`config.mk`:
```
export PLATFORM = sky130hd
export DESIGN_NAME = hsc_strap_port
export DESIGN_NICKNAME = d
export VERILOG_FILES = /design/src/include/hsc_pkg.sv /design/src/verilog/hsc_strap_port.sv
export SDC_FILE = /design/constraint.sdc
export NUM_CORES = 1
export LEC_CHECK = 0
export ABC_AREA = 1
export BUFFER_PORTS_ARGS = -buffer_cell sky130_fd_sc_hd__buf_2
export CAP_MARGIN = 5
export CORE_MARGIN = 4
export CORE_UTILIZATION = 39
export CTS_BUF_LIST = sky130_fd_sc_hd__clkbuf_4
export DETAILED_ROUTE_END_ITERATION = 8
export PLACE_DENSITY = 0.68
export SYNTH_ARGS = -nofsm -noshare
export SYNTH_HDL_FRONTEND = slang
export SYNTH_SLANG_ARGS = --single-unit
```
`constraint.sdc`:
```
create_clock -name pclk -period 1.3 [get_ports pclk]
set_input_delay 0.13 -clock pclk [delete_from_list [all_inputs] [get_ports pclk]]
set_output_delay 0.13 -clock pclk [all_outputs]
set_load 0.01 [all_outputs]
```
`src/include/hsc_pkg.sv`:
```
// Constants for the strap loader and downstream port power block.
// What this block does
// - Serial mode: I2C default, SMBus when strap low.
// - Data line high at reset disables U1/U2.
// - Configuration bit overrides data-line strap when supplied.
// - Clock line high disables U1/U2 initiation.
// - Remote U1/U2 requests accepted; own initiation suppressed.
// - Configuration bit overrides clock-line strap when supplied.
// - Polarity strap high makes switch enables active high.
// - Spread spectrum on unless strap high.
// - Power-management strap low enables port power control.
// - Ganged strap low selects individual port power.
// - Power straps double as SMBus target address.
// - Per-port charge strap high enables battery charging.
// - Charge strap pins become power enable outputs.
// - Indicator green when active, amber on over-current while powered off (switching) or disconnected (no switching).
package hsc_pkg;

	localparam int NPORT = 4;
	localparam int ADDR_W = 12;

	// ----------------------------------------
	// Register offsets.
	// ----------------------------------------
	localparam logic [11:0] OFF_CTRL = 12'h000;
	localparam logic [11:0] OFF_STRAP = 12'h004;
	localparam logic [11:0] OFF_STATUS = 12'h008;
	localparam logic [11:0] OFF_MASK = 12'h00C;
	localparam logic [11:0] OFF_PORT = 12'h010;

	// ----------------------------------------
	// Field positions.
	// ----------------------------------------
	localparam int CTRL_CFG_VALID = 0;
	localparam int CTRL_LP_DIS = 1;
	localparam int CTRL_LP_INIT_OVR = 2;
	localparam logic [2:0] CTRL_RESET = 3'h0;

	// Synchronised pin vector layout.
	localparam int PIN_SERIAL_MODE = 0;
	localparam int PIN_DATA = 1;
	localparam int PIN_CLOCK = 2;
	localparam int PIN_POLARITY = 3;
	localparam int PIN_SSC = 4;
	localparam int PIN_FULLPWR = 5;
	localparam int PIN_GANGED = 6;
	localparam int PIN_CHARGE = 7;
	localparam int PIN_OC = 11;
	localparam int PIN_W = 15;
	localparam logic [14:0] PIN_RESET = 15'h7800;

	// ----------------------------------------
	// Timing counts.
	// ----------------------------------------
	localparam int SYNC_DEPTH = 2;
	localparam logic [1:0] SETTLE_CYCLES = 2'h2;

	// ----------------------------------------
	// Downstream port states as reported by the hub core.
	// ----------------------------------------
	localparam logic [2:0] PS_POWERED_OFF = 3'h0;
	localparam logic [2:0] PS_DISCONNECTED = 3'h1;
	localparam logic [2:0] PS_ENABLED = 3'h2;
	localparam logic [2:0] PS_SUSPENDED = 3'h3;

	typedef enum logic [1:0] {
		HSC_SETTLE = 2'b00,
		HSC_CAPTURE = 2'b01,
		HSC_RUN = 2'b10
	} hsc_phase_t;

endpackage

```
`src/verilog/hsc_strap_port.sv`:
```
// Strap capture, port power enables, indicators and APB registers.
`timescale 1ns/1ps
module hsc_strap_port (
	input wire logic pclk,
	input wire logic presetn,
	input wire logic psel,
	input wire logic penable,
	input wire logic pwrite,
	input wire logic [hsc_pkg::ADDR_W-1:0] paddr,
	input wire logic [31:0] pwdata,
	output logic [31:0] prdata,
	output logic pready,
	output logic pslverr,
	input wire logic serial_mode_strap,
	input wire logic serial_data_line,
	input wire logic serial_clock_line,
	input wire logic switch_polarity_strap,
	input wire logic spread_spectrum_strap,
	input wire logic full_power_mgmt_strap,
	input wire logic ganged_power_strap,
	input wire logic [3:0] port_power_enable_charge_strap_in,
	output logic [3:0] port_power_enable_charge_strap_out,
	output logic [3:0] port_power_enable_charge_strap_oe,
	input wire logic [3:0] port_overcurrent_n,
	input wire logic [3:0] port_power_req,
	input wire logic [11:0] port_state,
	input wire logic lp_local_request,
	input wire logic lp_remote_request,
	output logic lp_enter,
	output logic smbus_mode,
	output logic u1u2_disable,
	output logic u1u2_initiate_disable,
	output logic spread_spectrum_clocking,
	output logic power_switching,
	output logic individual_power,
	output logic [1:0] target_address,
	output logic [3:0] charge_enable,
	output logic [3:0] indicator_green,
	output logic [3:0] indicator_amber,
	output logic irq
);
	import hsc_pkg::*;

	// ----------------------------------------
	// Pin synchronisers.
	// ----------------------------------------
	logic [PIN_W-1:0] pin_raw;
	logic [PIN_W-1:0] pin_meta_reg;
	logic [PIN_W-1:0] pin_sync_reg;
	logic [3:0] oc_prev_reg;

	assign pin_raw = {port_overcurrent_n, port_power_enable_charge_strap_in, ganged_power_strap,
		full_power_mgmt_strap, spread_spectrum_strap, switch_polarity_strap,
		serial_clock_line, serial_data_line, serial_mode_strap};

	always_ff @(posedge pclk or negedge presetn) begin
		if (!presetn) begin
			pin_meta_reg <= PIN_RESET;
			pin_sync_reg <= PIN_RESET;
			oc_prev_reg <= 4'h0;
		end else begin
			pin_meta_reg <= pin_raw;
			pin_sync_reg <= pin_meta_reg;
			oc_prev_reg <= ~pin_sync_reg[PIN_OC +: NPORT];
		end
	end

	logic [3:0] oc_active;
	logic [3:0] oc_rise;
	assign oc_active = ~pin_sync_reg[PIN_OC +: NPORT];
	assign oc_rise = oc_active & ~oc_prev_reg;

	// ----------------------------------------
	// Strap capture sequence.
	// ----------------------------------------
	hsc_phase_t phase_reg;
	logic [1:0] settle_reg;

	always_ff @(posedge pclk or negedge presetn) begin
		if (!presetn) begin
			phase_reg <= HSC_SETTLE;
			settle_reg <= 2'h0;
		end else begin
			unique case (phase_reg)
				HSC_SETTLE: begin
					settle_reg <= settle_reg + 2'h1;
					if (settle_reg == SETTLE_CYCLES - 2'h1) begin
						phase_reg <= HSC_CAPTURE;
					end
				end
				HSC_CAPTURE: begin
					phase_reg <= HSC_RUN;
				end
				HSC_RUN: begin
					phase_reg <= HSC_RUN;
				end
				default: begin
					phase_reg <= HSC_SETTLE;
				end
			endcase
		end
	end

	logic strap_smbus_reg;
	logic strap_lp_dis_reg;
	logic strap_lp_init_dis_reg;
	logic strap_pol_high_reg;
	logic strap_ssc_dis_reg;
	logic strap_fullpwr_n_reg;
	logic strap_ganged_reg;
	logic [3:0] strap_charge_reg;

	// Straps are taken once, on the capture cycle, and held until reset.
	always_ff @(posedge pclk or negedge presetn) begin
		if (!presetn) begin
			strap_smbus_reg <= 1'b0;
			strap_lp_dis_reg <= 1'b0;
			strap_lp_init_dis_reg <= 1'b0;
			strap_pol_high_reg <= 1'b0;
			strap_ssc_dis_reg <= 1'b0;
			strap_fullpwr_n_reg <= 1'b1;
			strap_ganged_reg <= 1'b1;
			strap_charge_reg <= 4'h0;
		end else if (phase_reg == HSC_CAPTURE) begin
			strap_smbus_reg <= ~pin_sync_reg[PIN_SERIAL_MODE];
			strap_lp_dis_reg <= pin_sync_reg[PIN_DATA];
			strap_lp_init_dis_reg <= pin_sync_reg[PIN_CLOCK];
			strap_pol_high_reg <= pin_sync_reg[PIN_POLARITY];
			strap_ssc_dis_reg <= pin_sync_reg[PIN_SSC];
			strap_fullpwr_n_reg <= pin_sync_reg[PIN_FULLPWR];
			strap_ganged_reg <= pin_sync_reg[PIN_GANGED];
			strap_charge_reg <= pin_sync_reg[PIN_CHARGE +: NPORT];
		end
	end

	// ----------------------------------------
	// APB register access.
	// ----------------------------------------
	logic [2:0] ctrl_reg;
	logic [3:0] status_reg;
	logic [3:0] mask_reg;
	logic access;
	logic done;
	logic mapped;
	logic [31:0] rdata_next;
	logic [3:0] power_on;

	assign access = psel && penable;
	assign done = access && pready;

	function automatic logic is_reg(input logic [11:0] a, input logic [11:0] off);
		return a == off;
	endfunction

	assign mapped = is_reg(paddr, OFF_CTRL) || is_reg(paddr, OFF_STRAP) ||
		is_reg(paddr, OFF_STATUS) || is_reg(paddr, OFF_MASK) || is_reg(paddr, OFF_PORT);

	always_comb begin
		rdata_next = 32'h0000_0000;
		if (is_reg(paddr, OFF_CTRL)) begin
			rdata_next[2:0] = ctrl_reg;
		end else if (is_reg(paddr, OFF_STRAP)) begin
			rdata_next[11:0] = {strap_charge_reg, strap_ganged_reg, strap_fullpwr_n_reg,
				strap_ssc_dis_reg, strap_pol_high_reg, strap_lp_init_dis_reg,
				strap_lp_dis_reg, strap_smbus_reg, phase_reg == HSC_RUN};
		end else if (is_reg(paddr, OFF_STATUS)) begin
			rdata_next[3:0] = status_reg;
		end else if (is_reg(paddr, OFF_MASK)) begin
			rdata_next[3:0] = mask_reg;
		end else if (is_reg(paddr, OFF_PORT)) begin
			rdata_next[7:0] = {oc_active, power_on};
		end
	end

	// One wait state: the answer is raised on the second access cycle.
	always_ff @(posedge pclk or negedge presetn) begin
		if (!presetn) begin
			pready <= 1'b0;
			pslverr <= 1'b0;
			prdata <= 32'h0000_0000;
		end else begin
			pready <= access && !pready;
			pslverr <= access && !pready && !mapped;
			prdata <= (access && !pready && !pwrite) ? rdata_next : 32'h0000_0000;
		end
	end

	always_ff @(posedge pclk or negedge presetn) begin
		if (!presetn) begin
			ctrl_reg <= CTRL_RESET;
			mask_reg <= 4'h0;
		end else if (done && pwrite) begin
			if (is_reg(paddr, OFF_CTRL)) begin
				ctrl_reg <= pwdata[2:0];
			end
			if (is_reg(paddr, OFF_MASK)) begin
				mask_reg <= pwdata[3:0];
			end
		end
	end

	// Over-current onset is sticky; a read clears only the bits it returned, a new event wins.
	always_ff @(posedge pclk or negedge presetn) begin
		if (!presetn) begin
			status_reg <= 4'h0;
		end else if (done && !pwrite && is_reg(paddr, OFF_STATUS)) begin
			status_reg <= (status_reg & ~prdata[3:0]) | oc_rise;
		end else begin
			status_reg <= status_reg | oc_rise;
		end
	end

	always_ff @(posedge pclk or negedge presetn) begin
		if (!presetn) begin
			irq <= 1'b0;
		end else begin
			irq <= |((status_reg | oc_rise) & mask_reg);
		end
	end

	// ----------------------------------------
	// Effective configuration.
	// ----------------------------------------
	logic cfg_lp_dis;
	logic cfg_lp_init_dis;
	logic switching;
	assign cfg_lp_dis = ctrl_reg[CTRL_CFG_VALID] ? ctrl_reg[CTRL_LP_DIS] :
		strap_lp_dis_reg;
	assign cfg_lp_init_dis = ctrl_reg[CTRL_CFG_VALID] ? ctrl_reg[CTRL_LP_INIT_OVR] :
		strap_lp_init_dis_reg;
	assign switching = !strap_fullpwr_n_reg;

	always_ff @(posedge pclk or negedge presetn) begin
		if (!presetn) begin
			smbus_mode <= 1'b0;
			u1u2_disable <= 1'b0;
			u1u2_initiate_disable <= 1'b0;
			spread_spectrum_clocking <= 1'b1;
			power_switching <= 1'b0;
			individual_power <= 1'b0;
			target_address <= 2'h0;
			charge_enable <= 4'h0;
			lp_enter <= 1'b0;
		end else begin
			smbus_mode <= strap_smbus_reg;
			u1u2_disable <= cfg_lp_dis;
			u1u2_initiate_disable <= cfg_lp_init_dis;
			spread_spectrum_clocking <= !strap_ssc_dis_reg;
			power_switching <= switching;
			individual_power <= !strap_ganged_reg;
			target_address <= strap_smbus_reg ?
				{strap_ganged_reg, strap_fullpwr_n_reg} : 2'h0;
			charge_enable <= strap_charge_reg;
			lp_enter <= !cfg_lp_dis && (lp_remote_request ||
				(lp_local_request && !cfg_lp_init_dis));
		end
	end

	// ----------------------------------------
	// Port power enables and indicators.
	// ----------------------------------------
	logic [2:0] pstate [NPORT];

	always_comb begin
		for (int i = 0; i < NPORT; i++) begin
			pstate[i] = port_state[3*i +: 3];
		end
	end

	always_comb begin
		power_on = 4'h0;
		for (int i = 0; i < NPORT; i++) begin
			if (!switching) begin
				power_on[i] = 1'b1;
			end else if (strap_ganged_reg) begin
				power_on[i] = (|port_power_req) && !(|oc_active);
			end else begin
				power_on[i] = port_power_req[i] && !oc_active[i];
			end
		end
	end

	always_ff @(posedge pclk or negedge presetn) begin
		if (!presetn) begin
			port_power_enable_charge_strap_out <= 4'h0;
			port_power_enable_charge_strap_oe <= 4'h0;
		end else if (phase_reg == HSC_RUN) begin
			port_power_enable_charge_strap_oe <= 4'hF;
			port_power_enable_charge_strap_out <= strap_pol_high_reg ?
				power_on : ~power_on;
		end
	end

	always_ff @(posedge pclk or negedge presetn) begin
		if (!presetn) begin
			indicator_green <= 4'h0;
			indicator_amber <= 4'h0;
		end else begin
			for (int i = 0; i < NPORT; i++) begin
				indicator_green[i] <= pstate[i] == PS_ENABLED;
				indicator_amber[i] <= oc_active[i] &&
					((switching && pstate[i] == PS_POWERED_OFF) ||
					(!switching && pstate[i] == PS_DISCONNECTED));
			end
		end
	end

endmodule

```
==> results of run 1 <==
## synth_stat cells
cell type	n	share of area, %
xor2_1	6	1.3
buf_6	1	0.28
nand2_4	1	0.28
dfstp_2	11	7.2
dfrtp_1	90	56
nor2_2	2	0.31
or2_2	2	0.31
buf_1	1	0.093
nor2_8	1	0.50
ha_1	5	1.6
o21ai_0	31	3.8
nand3_1	25	3.1
o21ai_1	1	0.12
inv_1	53	4.9
nor3_4	1	0.40
nand2_1	59	5.5
nor2_1	26	2.4
nand3b_1	2	0.37
buf_4	23	4.3
clkbuf_1	2	0.19
a21oi_1	9	1.1
nor4_1	4	0.62
nor3b_1	4	0.74
nor3b_2	1	0.31
inv_2	1	0.093
nand2_2	3	0.47
nor3_2	1	0.25
nand4_1	3	0.47
buf_2	1	0.12
conb_1	1	0.093
a31oi_1	10	1.6
nor3_1	6	0.74
o211ai_1	1	0.19
nand3_2	2	0.50
## final cells by class
type | count | area (µm²) | area share [%]
flip-flops and latches | 101 | 2540 | 44.2
clock buffers | 10 | 75.1 | 1.31
multi-input cells | 226 | 1370 | 23.9
repair buffers | 185 | 1320 | 23.1
inverters | 54 | 203 | 3.53
clock inverters | 6 | 62.6 | 1.09
well taps | 133 | 166 | 2.90
## per-stage QoR
step / hold slack, ns / TNS [ns] / area [µm²]
after global placement: 0.0695 / -0.520 / 4930
after detailed placement: 0.0719 / -1.30 / 4930
final: 0.105 / -0.702 / 5740
after global routing: 0.105 / -1.90 / 5740
after floorplan: -0.166 / 0 / 4110
after CTS: 0.00467 / -0.375 / 5540
## repair_timing
action                                  4_1_cts  5_1_grt
hold buffers                                 38        1
setup buffers                                 3        4
pin swaps                                     4        6
endpoints found under the setup margin       17       32
endpoints found under the hold margin       121        1
resized for setup                            21       34
## worst min-delay path by stage
stage	start	endpoint	slack (ns)	depth (start not counted)
3_5_place_dp	presetn	pin_meta_reg[1]	0.07	1
3_3_place_gp	presetn	pin_meta_reg[1]	0.07	1
4_1_cts	pwrite	status_reg[2]	0.005	3
6_report	paddr[3]	prdata[3]	0.10	5
5_1_grt	paddr[3]	prdata[3]	0.10	5
2_1_floorplan	presetn	charge_enable[0]	-0.17	0
## cell families after synthesis
| group | count (synthesis) |
|---|---|
| compound gates | 52 |
| xor+xnor | 6 |
| fa+ha+maj | 5 |
| buf+inv | 82 |
| flops | 101 |
| other cells | 1 |
| simple gates | 143 |
## power by group
| part | internal, W | total [W] | switching [W] |
|---|---|---|---|
| sequential | 0.00327 | 0.00332 | 0.0000526 |
| clock | 0.000608 | 0.00164 | 0.00103 |
| combinational | 0.000298 | 0.000636 | 0.000338 |
## routing by layer
| layer | up-vias | global-route usage (%) |
|---|---|---|
| li1 | 1579 | - |
| met1 | 1509 | 21.5 |
| met2 | 71 | 28.8 |
| met3 | 14 | 5.05 |
| met4 | 0 | 5.52 |
| met5 | - | 0 |
## worst max-delay path, cell delays in order (launching register included)
cell     delay, ns
dfstp_2       0.59
nand2_1       0.12
nor2_4        0.15
nand2_4       0.09
nand2_2       0.09
nand2_1       0.06
nand3_1       0.06
nand2_1       0.08
a21oi_2       0.14
==> metrics.md, run 1 <==
| Metric | Value |
|---|---|
| Maximum clock rate | 0.699 GHz |
| Final wirelength | 10000 µm |
| Total power | 0.00560 W |
| Clk sinks | 101 |
| Buffers added on ports | 97 |
| Die H | 110 µm |
| Syn-to-layout area delta | 42.3% |
| Worst skew pair latency | 0.45 ns |
| DR iter-0 viols | 115 |
| Max Cap Viol | 0 |
| First-pass GRT wire length | 15600 µm |
| HPWL after DPL | 7040 µm |
| Post-synthesis compound-gate area fraction | 6.82% |
| Worst-path fanout max | 5 |
| Via density | 4.44 |
| Grt ovf | 0 |
| Outcome | complete, but fails checks |
| Final min period | 1.43 ns |
| Largest family of logic cells by synthesized area | simple AND/OR/NAND/NOR gates |
| Leakage | 2.94 nW |
| Failing checks | setup timing |
| Synth Area in Simple Gates | 17.3% |
| DRT antenna net count | 0 |
| Setup Slack @ Placement | -0.129 ns |
| Final-report hold violation count | 0 |
| Routed wl met2 | 5140 µm |
| # rows | 36 |
| DRC | 0 |
| R2R Setup Slk | -0.13 ns |
| Most frequent cells in the layout | buf_2 (94), dfrtp_1 (90), nand2_1 (54) |
| Die area | 12000 µm² |
| Crit path arrival time | 1.82 ns |
| Xor/xnor share of the synthesized area | 1.30% |
| Netlist cell types | 34 |
| Critical Path End | prdata[1] |
| GPL Wtd Cong | 0.796 |
| Post-Synth Adder-Cell Area | 1.55% |
| Diode count | 0 |
| Reg-to-reg endpoint | prdata[1] |
| Vias | 3173 |
| WL/cell | 14.0 µm |
| Final core occ | 58.0% |
| Cell count after placement | 653 |
| Crit Path Class | flop to flop |
| Hold Path Class | input pin to flop |
| Pwr dens | 975 nW/µm² |
| Setup crit end kind | flop |
| Syn avg cell area | 10.3 µm² |
| Initial antenna violation count | 0 |
| Starting Density | 40.7% |
| Final net count | 664 |
| Clock Path Buffers | 2 |
| RSZ-0062 raised after global routing | true |
| Top Ports | 146 |
| Largest net degree at the start of global routing | 28 |
| Post-synthesis mux area share | 0% |
| Uppermost layer routed | met4 |
| Global Route Usage Sum | 17.2% |
| Core Region | 9910 µm² |
| Mapped Area | 4040 µm² |
| Seq/Total Area, Yosys | 63.0% |
| Detailed Routing Iterations Pass 1 | 4 |
| Fillers | 878 |
| FF-to-FF Start | strap_ganged_reg |
| Worst Setup SP | strap_ganged_reg |
| Met3 WL | 542 µm |
| Width of the die | 110 µm |
| Seq cells post-synth | 101 |
| Worst-path clk slew | 0.15 ns |
| Setup ws final | -0.131 ns |
| Max-slew violation count | 0 |
| Gate Count Post-Synth | 390 |
| Req. time, crit path | 1.69 ns |
| Number of global-route vias before repair | 3268 |
| CTS buffer count | 9 |
| Startpoint type of the worst setup path | flop |
| Worst R2R Path Depth | 8 |
| CTS Root Cell | clkbuf_4 |
| Setup Skew | 0.0183 ns |
| CTS tree | built |
| Fin crit share | 110% |
| H-tree levels | 3 |
| Met1 WL | 4140 µm |
| Yosys Warn Count | 0 |
| Commonest non-fill, non-tap cell in the layout | buf_2 |
| Final setup fails | 8 |
| Share of cells above drive strength 1 | 37.3% |
| Non-Filler Instances | 715 |
| VDD IR-drop max | 0.672 mV |
Power figures use the tool's default switching activity.
==> run 2: changes to the inputs <==
Settings changed: CORE_ASPECT_RATIO set to 2.
==> metrics.md, run 2 (same netlist as run 1, synthesis figures left out) <==
| Metric | Value |
|---|---|
| RSZ-0062 raised after global routing | true |
| FF/Latch Area | 2540 µm² |
| Met1 Use GR | 17.4% |
| Grt met2 use | 29.9% |
| GR Layer Usage met3 | 3.97% |
| Setup Skew | 0.0179 ns |
| Syn-to-layout area delta | 41.0% |
| Area occupied by multi-input gates | 1380 µm² |
| Startpoint type of the worst setup path | flop |
| Core Region | 10100 µm² |
| Grt ovf | 0 |
| Fillers | 897 |
| Gr busiest metal | met2 |
| Pwr dens | 943 nW/µm² |
| DRC | 0 |
| Non-Filler Instances | 716 |
| Starting Density | 39.8% |
| Worst-path fanout max | 6 |
| First-pass GRT wire length | 16000 µm |
| Top delay family on crit path | flip-flops |
| Global Route Usage Sum | 17.2% |
| Share of cells above drive strength 1 | 36.9% |
| VDD IR-drop max | 0.653 mV |
| # rows | 52 |
| Largest net degree at the start of global routing | 37 |
| Max Cap Viol | 0 |
| Final min period | 1.36 ns |
| Vias | 3320 |
| Fin area | 5690 µm² |
| HPWL after DPL | 7140 µm |
| Setup crit end kind | flop |
| Clock Path Buffers | 2 |
| Commonest non-fill, non-tap cell in the layout | buf_2 |
| Final wirelength | 10100 µm |
| Clk sinks | 101 |
| Hold Path Class | input pin to flop |
| DR iter-0 viols | 192 |
| Final net count | 663 |
| Setup TNS | -0.215 ns |
| WL/cell | 14.1 µm |
| Buffers & Inverters on Critical Path | 2 |
| Failing checks | setup timing |
| GPL Wtd Cong | 0.877 |
| Via density | 4.64 |
| Width of the die | 79.9 µm |
| Maximum clock rate | 0.735 GHz |
| Crit Path Class | flop to flop |
| Outcome | complete, but fails checks |
| Cell count after placement | 649 |
| Final setup fails | 8 |
| Number of global-route vias before repair | 3502 |
| DRT antenna net count | 0 |
| Fin crit share | 105% |
| Area of placed instances | 4860 µm² |
| Crit-path max cell delay | 0.59 ns |
| Initial antenna violation count | 1 |
| Leakage | 2.93 nW |
| Setup Slack @ Placement | -0.192 ns |
| Final-report hold violation count | 0 |
| Worst-path clk slew | 0.15 ns |
| Buffers added on ports | 97 |
| CP Cell Sequence | inv_2 -> a31oi_4 -> buf_4 -> nand3_1 -> a31oi_1 |
| Crit path arrival time | 1.75 ns |
| Req. time, crit path | 1.69 ns |
| Die area | 12100 µm² |
| Max-slew violation count | 0 |
| Most frequent cells in the layout | buf_2 (94), dfrtp_1 (90), nand2_1 (53) |
| CTS Root Cell | clkbuf_4 |
| Die H | 152 µm |
| Worst skew pair latency | 0.46 ns |
| CTS tree | built |
| Detailed Routing Iterations Pass 1 | 4 |
| Setup ws final | -0.0603 ns |
| CP max-delay cell | dfstp_2 |
| H-tree levels | 3 |
| Top Ports | 146 |
| CTS buffer count | 9 |
## run 2: cell type report
type	instances	share of cell area [%]
diodes	1	0.0440
clock buffers	11	1.45
clock inverters	4	0.462
inverters	54	3.56
multi-input cells	226	24.2
flip-flops and latches	101	44.7
well taps	135	2.97
repair buffers	184	22.6
## run 2: timing repair
| action | in CTS | in global routing |
|---|---|---|
| hold endpoints to repair | 128 | 0 |
| pin swaps | 13 | 10 |
| resized for setup | 24 | 31 |
| cloned | 0 | 0 |
| setup buffers | 6 | 4 |
| hold buffers | 41 | 0 |
| setup endpoints to repair | 18 | 27 |
## run 2: tightest hold or removal path: cells and delay by family
family,cells,cell delay [ns]
AOI/OAI and AO/OA,2,0.18
and+or+nand+nor,1,0.07
buffers and inverters,1,0.13
## run 2: path summary, 6_finish.rpt
path,endpoint,slack (ns),cells after the start,from
setup / recovery,port_power_enable_charge_strap_out[0],-0.06,5,strap_ganged_reg
hold / removal,port_power_enable_charge_strap_out[2],0.08,4,port_power_req[2]
setup reg to reg,port_power_enable_charge_strap_out[0],-0.06,5,strap_ganged_reg
hold reg to reg,pin_sync_reg[14],0.35,0,pin_meta_reg[14]
max in group asynchronous,prdata[0],0.59,3,presetn
min in group asynchronous,settle_reg[0],0.15,2,presetn
## run 2: power breakdown
part	internal, W	total, W	leakage, nW	switching (W)
registers	0.00327	0.00332	1.22	0.0000530
clock network	0.000429	0.00140	0.0647	0.000975
logic	0.000300	0.000639	1.65	0.000339
total	0.00400	0.00537	2.93	0.00137
## run 2: stage by stage
| step | utilization, % | hold WS (ns) | power [W] |
|---|---|---|---|
| after detailed placement | 47.9 | 0.113 | 0.00386 |
| after global routing | 56.1 | 0.0275 | 0.00565 |
| after floorplan | - | -0.166 | 0.00359 |
| after global placement | 47.9 | 0.0996 | 0.00384 |
| final | 56.1 | 0.0766 | 0.00537 |
| after CTS | 54.2 | 0.0132 | 0.00539 |
## run 2: routing by layer
metal,share of wire (%),vias up,routed length [µm]
met5,0,-,0
met4,6.4,0,643
met3,5.1,40,518
met2,55,119,5550
met1,34,1584,3400
li1,-,1577,-
